<file path="src/shared/qps_pkg.sv">
// Package of constants and types for the quad phase fetch/execute sequencer
package qps_pkg;
    localparam int INSTR_WIDTH = 14;
    localparam int PC_WIDTH    = 13;
    localparam int DATA_ADDR_WIDTH = 7;
    localparam int PHASES_PER_CYCLE = 4;
    localparam logic [12:0] PC_RESET = 13'h0000;
    localparam logic [13:0] IR_RESET = 14'h0000;

    typedef enum logic [1:0] {
        PH_ONE,
        PH_TWO,
        PH_THREE,
        PH_FOUR
    } qps_phase_t;
endpackage

</file>
<file path="src/shared/qps_phase_if.sv">
// Interface carrying phase strobes between the phase generator and the sequencer
`timescale 1ns/100ps
interface qps_phase_if;
    logic phaseOne;
    logic phaseTwo;
    logic phaseThree;
    logic phaseFour;
    logic cycleRate;

    modport gen  (output phaseOne, output phaseTwo, output phaseThree, output phaseFour,
                  output cycleRate);
    modport user (input phaseOne, input phaseTwo, input phaseThree, input phaseFour,
                  input cycleRate);
endinterface

</file>
<file path="src/verilog/qps_sequencer.sv">
// Top of the quad phase fetch/execute sequencer
`timescale 1ns/100ps
module qps_sequencer #(
    parameter int INSTR_W = qps_pkg::INSTR_WIDTH,
    parameter int PC_W    = qps_pkg::PC_WIDTH
) (
    input  wire logic                    clk,
    input  wire logic                    resetn,
    input  wire logic [INSTR_W-1:0]      progData,
    output logic      [PC_W-1:0]         progAddr,
    output logic      [INSTR_W-1:0]      instrReg,
    output logic                         instrValid,
    output logic                         phaseOne,
    output logic                         phaseTwo,
    output logic                         phaseThree,
    output logic                         phaseFour,
    output logic                         cycleRateOutputPin,
    input  wire logic                    branchTaken,
    input  wire logic [PC_W-1:0]         branchTarget,
    output logic                         dataReadEn,
    output logic                         dataWriteEn,
    input  wire logic                    execWantsWrite,
    output logic                         branchFlush
);
    // Width check: the instruction word is fixed by the core, and the counter can be
    // no wider than its reset constant, which is sliced to fit
    if (INSTR_W != qps_pkg::INSTR_WIDTH
        || PC_W < 1 || PC_W > qps_pkg::PC_WIDTH) begin : g_bad_width
        $error("Unsupported sequencer widths");
    end

    qps_phase_if ph ();

    qps_phase_gen u_phase (
        .clk    (clk),
        .resetn (resetn),
        .ph     (ph.gen)
    );

    logic [PC_W-1:0]    pc_q, pc_d;
    logic [INSTR_W-1:0] fetch_q, fetch_d;
    logic               fetchValid_q, fetchValid_d;
    logic [INSTR_W-1:0] ir_q, ir_d;
    logic               irValid_q, irValid_d;
    logic               flush_q, flush_d;
    logic               branchPend_q, branchPend_d;
    logic               rd_q, rd_d;
    logic               wr_q, wr_d;
    logic               p1_q, p2_q, p3_q, p4_q, clkOut_q;
    logic               p1_d, p2_d, p3_d, p4_d, clkOut_d;
    logic [2:0]         sincePhaseOne_q, sincePhaseOne_d;

    // Phase one steps the counter only past a word that is already held and not
    // discarded; the counter names the word being fetched, so after reset or a jump
    // the loaded address is fetched first and is never skipped
    function automatic logic stepCounter(input logic held, input logic jumped);
        return held && !jumped;
    endfunction

    // Pipeline next-state: fetch and execute overlap each cycle
    always_comb begin
        pc_d         = pc_q;
        fetch_d      = fetch_q;
        fetchValid_d = fetchValid_q;
        ir_d         = ir_q;
        irValid_d    = irValid_q;
        flush_d      = flush_q;
        branchPend_d = branchPend_q;
        rd_d         = 1'b0;
        wr_d         = 1'b0;
        if (ph.phaseOne) begin
            // Prefetched word becomes the executing one unless flushed
            ir_d      = fetch_q;
            irValid_d = fetchValid_q && !branchPend_q;
            flush_d   = branchPend_q;
            branchPend_d = 1'b0;
            // First cycle after reset and the flushed cycle fetch the loaded address
            if (stepCounter(fetchValid_q, branchPend_q)) begin
                pc_d = pc_q + PC_W'(1);
            end
        end
        if (ph.phaseTwo && irValid_q) begin
            rd_d = 1'b1; // Registers together with the phase two output
        end
        if (ph.phaseFour) begin
            fetch_d      = progData;
            fetchValid_d = 1'b1;
            // Write strobe registers together with the phase four output
            if (irValid_q && execWantsWrite) begin
                wr_d = 1'b1;
            end
            // Branch redirects the counter; the word just fetched dies
            if (irValid_q && branchTaken) begin
                pc_d         = branchTarget;
                branchPend_d = 1'b1;
            end
        end
    end

    // Pipeline registers
    always_ff @(posedge clk or negedge resetn) begin
        if (!resetn) begin
            pc_q         <= qps_pkg::PC_RESET[PC_W-1:0];
            fetch_q      <= qps_pkg::IR_RESET;
            fetchValid_q <= 1'b0;
            ir_q         <= qps_pkg::IR_RESET;
            irValid_q    <= 1'b0;
            flush_q      <= 1'b0;
            branchPend_q <= 1'b0;
            rd_q         <= 1'b0;
            wr_q         <= 1'b0;
        end else begin
            pc_q         <= pc_d;
            fetch_q      <= fetch_d;
            fetchValid_q <= fetchValid_d;
            ir_q         <= ir_d;
            irValid_q    <= irValid_d;
            flush_q      <= flush_d;
            branchPend_q <= branchPend_d;
            rd_q         <= rd_d;
            wr_q         <= wr_d;
        end
    end

    // Phase outputs copy the internal strobes; the extra flop costs one clock of lag
    always_comb begin
        p1_d     = ph.phaseOne;
        p2_d     = ph.phaseTwo;
        p3_d     = ph.phaseThree;
        p4_d     = ph.phaseFour;
        clkOut_d = ph.cycleRate;
    end

    // Phase outputs are re-registered so every port leaves a flip-flop
    always_ff @(posedge clk or negedge resetn) begin
        if (!resetn) begin
            p1_q     <= 1'b0;
            p2_q     <= 1'b0;
            p3_q     <= 1'b0;
            p4_q     <= 1'b0;
            clkOut_q <= 1'b0;
        end else begin
            p1_q     <= p1_d;
            p2_q     <= p2_d;
            p3_q     <= p3_d;
            p4_q     <= p4_d;
            clkOut_q <= clkOut_d;
        end
    end

    // Helper count of clocks since the last phase one, so the cycle length is checked
    // apart from the phase decoder; it saturates so a stuck generator cannot wrap
    always_comb begin
        if (ph.phaseOne) begin
            sincePhaseOne_d = 3'h1;
        end else if (sincePhaseOne_q != 3'h7) begin
            sincePhaseOne_d = sincePhaseOne_q + 3'h1;
        end else begin
            sincePhaseOne_d = sincePhaseOne_q;
        end
    end

    // Helper count register; zero after reset marks the first cycle as unchecked
    always_ff @(posedge clk or negedge resetn) begin
        if (!resetn) begin
            sincePhaseOne_q <= 3'h0;
        end else begin
            sincePhaseOne_q <= sincePhaseOne_d;
        end
    end

    // Output mapping; registered phases lag the internal phase by one clock
    assign progAddr           = pc_q;
    assign instrReg           = ir_q;
    assign instrValid         = irValid_q;
    assign phaseOne           = p1_q;
    assign phaseTwo           = p2_q;
    assign phaseThree         = p3_q;
    assign phaseFour          = p4_q;
    assign cycleRateOutputPin = clkOut_q;
    assign dataReadEn         = rd_q;
    assign dataWriteEn        = wr_q;
    assign branchFlush        = flush_q;

    // Counter, fetch and register timing against the internal phase
    AST_PC_STEP: assert property (@(posedge clk) disable iff (!resetn)
        (ph.phaseOne && stepCounter(fetchValid_q, branchPend_q))
            |=> pc_q == $past(pc_q) + PC_W'(1))
        else $error("Counter did not step in phase one");
    AST_PC_PARK: assert property (@(posedge clk) disable iff (!resetn)
        (ph.phaseOne && !stepCounter(fetchValid_q, branchPend_q)) |=> $stable(pc_q))
        else $error("Counter stepped before its loaded word was fetched");
    AST_PC_HOLD: assert property (@(posedge clk) disable iff (!resetn)
        (ph.phaseTwo || ph.phaseThree) |=> $stable(pc_q))
        else $error("Counter moved outside phase one or four");
    AST_TARGET_LOAD: assert property (@(posedge clk) disable iff (!resetn)
        (ph.phaseFour && irValid_q && branchTaken) |=> pc_q == $past(branchTarget))
        else $error("Branch target not loaded into the counter");
    AST_FETCH_CAPTURE: assert property (@(posedge clk) disable iff (!resetn)
        ph.phaseFour |=> fetch_q == $past(progData))
        else $error("Program word not captured in phase four");
    AST_IR_LOAD: assert property (@(posedge clk) disable iff (!resetn)
        ph.phaseOne |=> ir_q == $past(fetch_q))
        else $error("Instruction register not loaded in phase one");
    AST_CYCLE_LENGTH: assert property (@(posedge clk) disable iff (!resetn)
        (ph.phaseOne && sincePhaseOne_q != 3'h0)
            |-> sincePhaseOne_q == 3'(qps_pkg::PHASES_PER_CYCLE))
        else $error("Instruction cycle is not four clocks");
    // Data strobes against the registered phase outputs; flush against the data strobes and the internal phase four
    AST_READ_PHASE: assert property (@(posedge clk) disable iff (!resetn)
        rd_q |-> p2_q && irValid_q)
        else $error("Operand read outside phase two");
    AST_WRITE_PHASE: assert property (@(posedge clk) disable iff (!resetn)
        wr_q |-> p4_q && irValid_q && !flush_q)
        else $error("Write outside phase four or while flushed");
    AST_FLUSH_QUIET: assert property (@(posedge clk) disable iff (!resetn)
        flush_q |-> !rd_q && !wr_q && !irValid_q)
        else $error("Discarded instruction touched data memory");
    AST_FLUSH_ONE: assert property (@(posedge clk) disable iff (!resetn)
        (ph.phaseFour && irValid_q && branchTaken) |=> ##1 (flush_q && !irValid_q) [*4]
        ##1 !flush_q)
        else $error("Flush not exactly one cycle");
    AST_CLKOUT_RATE: assert property (@(posedge clk) disable iff (!resetn)
        $rose(clkOut_q) |=> clkOut_q ##1 !clkOut_q [*2] ##1 clkOut_q)
        else $error("Clock output not quarter rate");
    AST_FIRST_FETCH: assert property (@(posedge clk)
        $rose(resetn) |-> !irValid_q ##1 !irValid_q [*4])
        else $error("Valid execute right after reset");

    COV_BRANCH: cover property (@(posedge clk) disable iff (!resetn) $rose(flush_q));
    COV_WRITE: cover property (@(posedge clk) disable iff (!resetn) wr_q);
    COV_READ: cover property (@(posedge clk) disable iff (!resetn) rd_q);
    COV_BACK2BACK: cover property (@(posedge clk) disable iff (!resetn)
        $fell(flush_q) ##4 irValid_q);
endmodule

</file>
<file path="src/verilog/qps_phase_gen.sv">
// Four-phase generator dividing the oscillator clock by four
`timescale 1ns/100ps
module qps_phase_gen (
    input  wire logic   clk,
    input  wire logic   resetn,
    qps_phase_if.gen    ph
);
    qps_pkg::qps_phase_t phase_q, phase_d;

    // Next phase rotates one step per clock
    always_comb begin
        unique case (phase_q)
            qps_pkg::PH_ONE:   phase_d = qps_pkg::PH_TWO;
            qps_pkg::PH_TWO:   phase_d = qps_pkg::PH_THREE;
            qps_pkg::PH_THREE: phase_d = qps_pkg::PH_FOUR;
            qps_pkg::PH_FOUR:  phase_d = qps_pkg::PH_ONE;
        endcase
    end

    // Reset parks the phase at one
    always_ff @(posedge clk or negedge resetn) begin
        if (!resetn) begin
            phase_q <= qps_pkg::PH_ONE;
        end else begin
            phase_q <= phase_d;
        end
    end

    // Decoded strobes are mutually exclusive by construction
    assign ph.phaseOne   = (phase_q == qps_pkg::PH_ONE);
    assign ph.phaseTwo   = (phase_q == qps_pkg::PH_TWO);
    assign ph.phaseThree = (phase_q == qps_pkg::PH_THREE);
    assign ph.phaseFour  = (phase_q == qps_pkg::PH_FOUR);
    // High in phases one and two: one quarter of the oscillator rate
    assign ph.cycleRate  = (phase_q == qps_pkg::PH_ONE) || (phase_q == qps_pkg::PH_TWO);

    AST_PHASE_ORDER: assert property (@(posedge clk) disable iff (!resetn)
        ph.phaseOne |=> ph.phaseTwo ##1 ph.phaseThree ##1 ph.phaseFour ##1 ph.phaseOne)
        else $error("Phase order broken");
    AST_ONE_HOT: assert property (@(posedge clk) disable iff (!resetn)
        $onehot({ph.phaseOne, ph.phaseTwo, ph.phaseThree, ph.phaseFour}))
        else $error("Phases overlap");
endmodule

</file>
<file path="config.mk">
export PLATFORM = sky130hd
export DESIGN_NAME = qps_sequencer
export DESIGN_NICKNAME = d
export VERILOG_FILES = /design/src/shared/qps_pkg.sv /design/src/shared/qps_phase_if.sv /design/src/verilog/qps_sequencer.sv /design/src/verilog/qps_phase_gen.sv
export SDC_FILE = /design/constraint.sdc
export NUM_CORES = 1
export LEC_CHECK = 0
export ABC_AREA = 1
export BUFFER_PORTS_ARGS = -buffer_cell sky130_fd_sc_hd__buf_4
export CAP_MARGIN = 0
export CORE_MARGIN = 2
export CORE_UTILIZATION = 52
export CTS_BUF_LIST = sky130_fd_sc_hd__clkbuf_4 sky130_fd_sc_hd__clkbuf_8
export CTS_CLUSTER_SIZE = 12
export DETAILED_ROUTE_END_ITERATION = 7
export HOLD_SLACK_MARGIN = 0.06
export PLACE_DENSITY = 0.79
export SLEW_MARGIN = 25
export SYNTH_ARGS = -nofsm -noshare
export SYNTH_HDL_FRONTEND = slang
export SYNTH_HIERARCHICAL = 1
export SYNTH_SLANG_ARGS = --single-unit
</file>
<file path="constraint.sdc">
create_clock -name clk -period 2.05 [get_ports clk]
set_input_delay 0.41 -clock clk [delete_from_list [all_inputs] [get_ports clk]]
set_output_delay 0.41 -clock clk [all_outputs]
set_load 0.02 [all_outputs]
</file>
==> metrics.cfg <==
[clocking]
cts.sinks=54
clkLatencyLatePin_ns=0.31
path_clk_slew_ns=0.09
cts_tree=yes
cts_buffers=5
cts_resized=0
postCtsSetupBuffers=0
cts-hold-fix-buffers=0
cts_root_buf=clkbuf_8
clockBufferDepth=2
cts_max_level=2

[die]
die_y_um=71.24
start_util=0.5399
boundaryPins=67
die_w_um=71.24
dieArea_sq_um=5075
row_count=24
fp.coreArea_sq_um=4354

[power]
power.internal_mw=1.731
comb_power_share=0.202
power.switching_mw=0.7329
peakVddDrop_mv=0.6852
switching_share=0.2974
pwr-share-seq=0.514
p_leak_nw=1.552
clockPowerShare=0.284
power_mw=2.464
p_per_area_nw_per_um2=825.4

[place]
routabilityCongestion=0.8189
port_buffers=66
place.detailed.hpwl_mm=3.568

[sta]
clock_skew_ns=0.01062
hold_viol=0
finalSetupTns_ns=0
rsz0062_at_grt=false
setup_violations=0
finalCriticalPeriod_ns=1.530
slew_headroom=0.5577
fin_crit_sh=0.7465
fmax_ghz=0.6535
tightestPinTransition_ns=0.6635
slew_viol_final=0

[global_route]
globalRouteTotalUtil=0.2104
grt_pass1_wl_mm=8.280
grt_max_degree=55
grt_pass1_vias=1809
grt_overflow=0
antenna_found_initial=0

[worst_setup_path]
slowest_stage=dfrtp_1
worst_setup_path_start_kind=flip-flop
cp-end-kind=flip-flop
cp_max_fo=8
arrival_ns=1.74
critPathRequiredTime_ns=2.26
path_class=reg -> reg
crit_top_cell=nand2_1
crit_chain=inv_1 > ha_1 > nand3_4 > nor2_4 > nand2_2 > o21ai_1 > nand2_1 > nand2_1 > nand2_1
max_stage_delay_ns=0.41

[drt]
vias=1885
drt_wl_total_mm=4.996
via_per_inst=4.922
drc=0
antenna_left=0
avgRoutedWirePerCell_um=13.04
drt-initial-drc-count=103
first_pass_iters=4

[synth]
yosysSeqAreaShare=0.5748
syn_avg_cell_area_sq_um=8.939
syn-num-nets=299
yosys_warnings=6
yosys_register_bits=54
synth_cell_types=26
syn_area_sq_um=2351
synthCells=263

[finish]
insertedDiodeCount=0
area_growth_pct=26.98
nNetsFinal=367
drive_gt1_frac=0.2689

[status]
status=finished clean

[worst_hold_path]
hold_path.class=in -> async

[job]
maxCapViolCount=0

-- power by group through the flow --
stage          Combinational, mW  Clock, mW  Sequential, mW
3_3_place_gp               0.491          0            1.28
5_1_grt                    0.554      0.752            1.28
6_report                   0.497      0.699            1.27
3_5_place_dp               0.499          0            1.29
2_1_floorplan              0.177          0            1.36
4_1_cts                    0.501      0.719            1.27
-- final cells by class --
type                    instances  area (sq um)
fillers                       375          1369
flip-flops and latches         54          1351
multi-input cells             173         842.1
repair buffers                 68         510.5
inverters                      29         108.9
clock buffers                   5         68.82
well taps                      52         65.06
clock inverters                 2         38.79
-- flip-flops by register name, indices dropped and copies added, names as in the netlist, 2 cells and up --
register,flops
u_phase/phase_q,2
fetch_q,14
progAddr,13
instrReg,14
-- through the flow --
| step | std cells | hold WS [ns] | util | worst slack (ns) | area, sq um |
|---|---|---|---|---|---|
| floorplan | 263 | 0.1144 | - | 0.5681 | 2351 |
| global placement | 376 | 0.4542 | 0.6609 | 0.6185 | 2878 |
| detailed placement | 376 | 0.4591 | 0.6609 | 0.5244 | 2878 |
| CTS | 383 | 0.1459 | 0.6856 | 0.5348 | 2985 |
| global route | 383 | 0.1771 | 0.6856 | 0.3698 | 2985 |
| finish | 383 | 0.1344 | 0.6856 | 0.5197 | 2985 |
-- worst max-delay path, delay by kind of cell, from the launching register on --
family          cells  cell delay (ns)
flops               1             0.41
simple gates        6             0.56
fa+ha+maj           1             0.22
buf+inv             1             0.11
compound gates      1             0.13
-- logic make-up after synthesis --
kind of cell	after synthesis	share of synthesized area
AOI/OAI and AO/OA	30	0.06546
buffers and inverters	36	0.06705
and+or+nand+nor	135	0.2549
DFF	54	0.5748
xor gates and xnor gates	3	0.01118
adders and majority gates	5	0.02661
-- placed cells by master (no fill, tap or decap), types with 3 or more instances in the layout --
cell      Yosys  routed
nand2_1     101     101
buf_4         0      68
dfrtp_1      54      54
inv_1        26      26
o21ai_0      17      17
nand3_1       9       9
o21ai_1       8       8
nor2_1        7       7
ha_1          5       5
clkbuf_8      0       5
nand4_1       3       3
inv_2         3       3
a21oi_1       3       3
-- layer usage --
metal | up-vias | GRT usage | wire length [um]
li1 | 957 | - | -
met5 | - | 0 | 0
met3 | 8 | 0.04782 | 233
met4 | 0 | 0.08176 | 85
met2 | 42 | 0.3549 | 2502
met1 | 878 | 0.2647 | 2175
-- path summary, 6_finish.rpt --
path,start,slack (ns),cells past startpoint,to
max,u_phase/phase_q[0]$_DFF_PN0_,0.52,9,progAddr[9]$_DFF_PN0_
min,resetn,0.13,1,instrReg[3]$_DFFE_PN0P_
max reg2reg,u_phase/phase_q[0]$_DFF_PN0_,0.52,9,progAddr[9]$_DFF_PN0_
min reg2reg,fetch_q[3]$_DFFE_PN0P_,0.48,2,fetch_q[3]$_DFFE_PN0P_
max in group asynchronous,resetn,1.47,1,progAddr[0]$_DFF_PN0_
min in group clk,progData[2],0.30,3,fetch_q[2]$_DFFE_PN0P_
-- synth_stat cells (all sizes together) --
cell | n | area [sq um]
nand2 | 103 | 391.6
dfrtp | 54 | 1351
inv | 29 | 108.9
o21ai | 25 | 125.1
nand3 | 12 | 82.58
nor2 | 10 | 55.06
ha | 5 | 62.56
clkbuf | 4 | 15.01
nor3 | 4 | 30.03
a21oi | 3 | 15.01
buf | 3 | 33.78
nand4 | 3 | 18.77
nand3b | 2 | 15.01
xnor2 | 2 | 17.52
a31oi | 1 | 6.260
o21bai | 1 | 7.510
or2 | 1 | 6.260
xor2 | 1 | 8.760
Power figures use the tool's default switching activity.
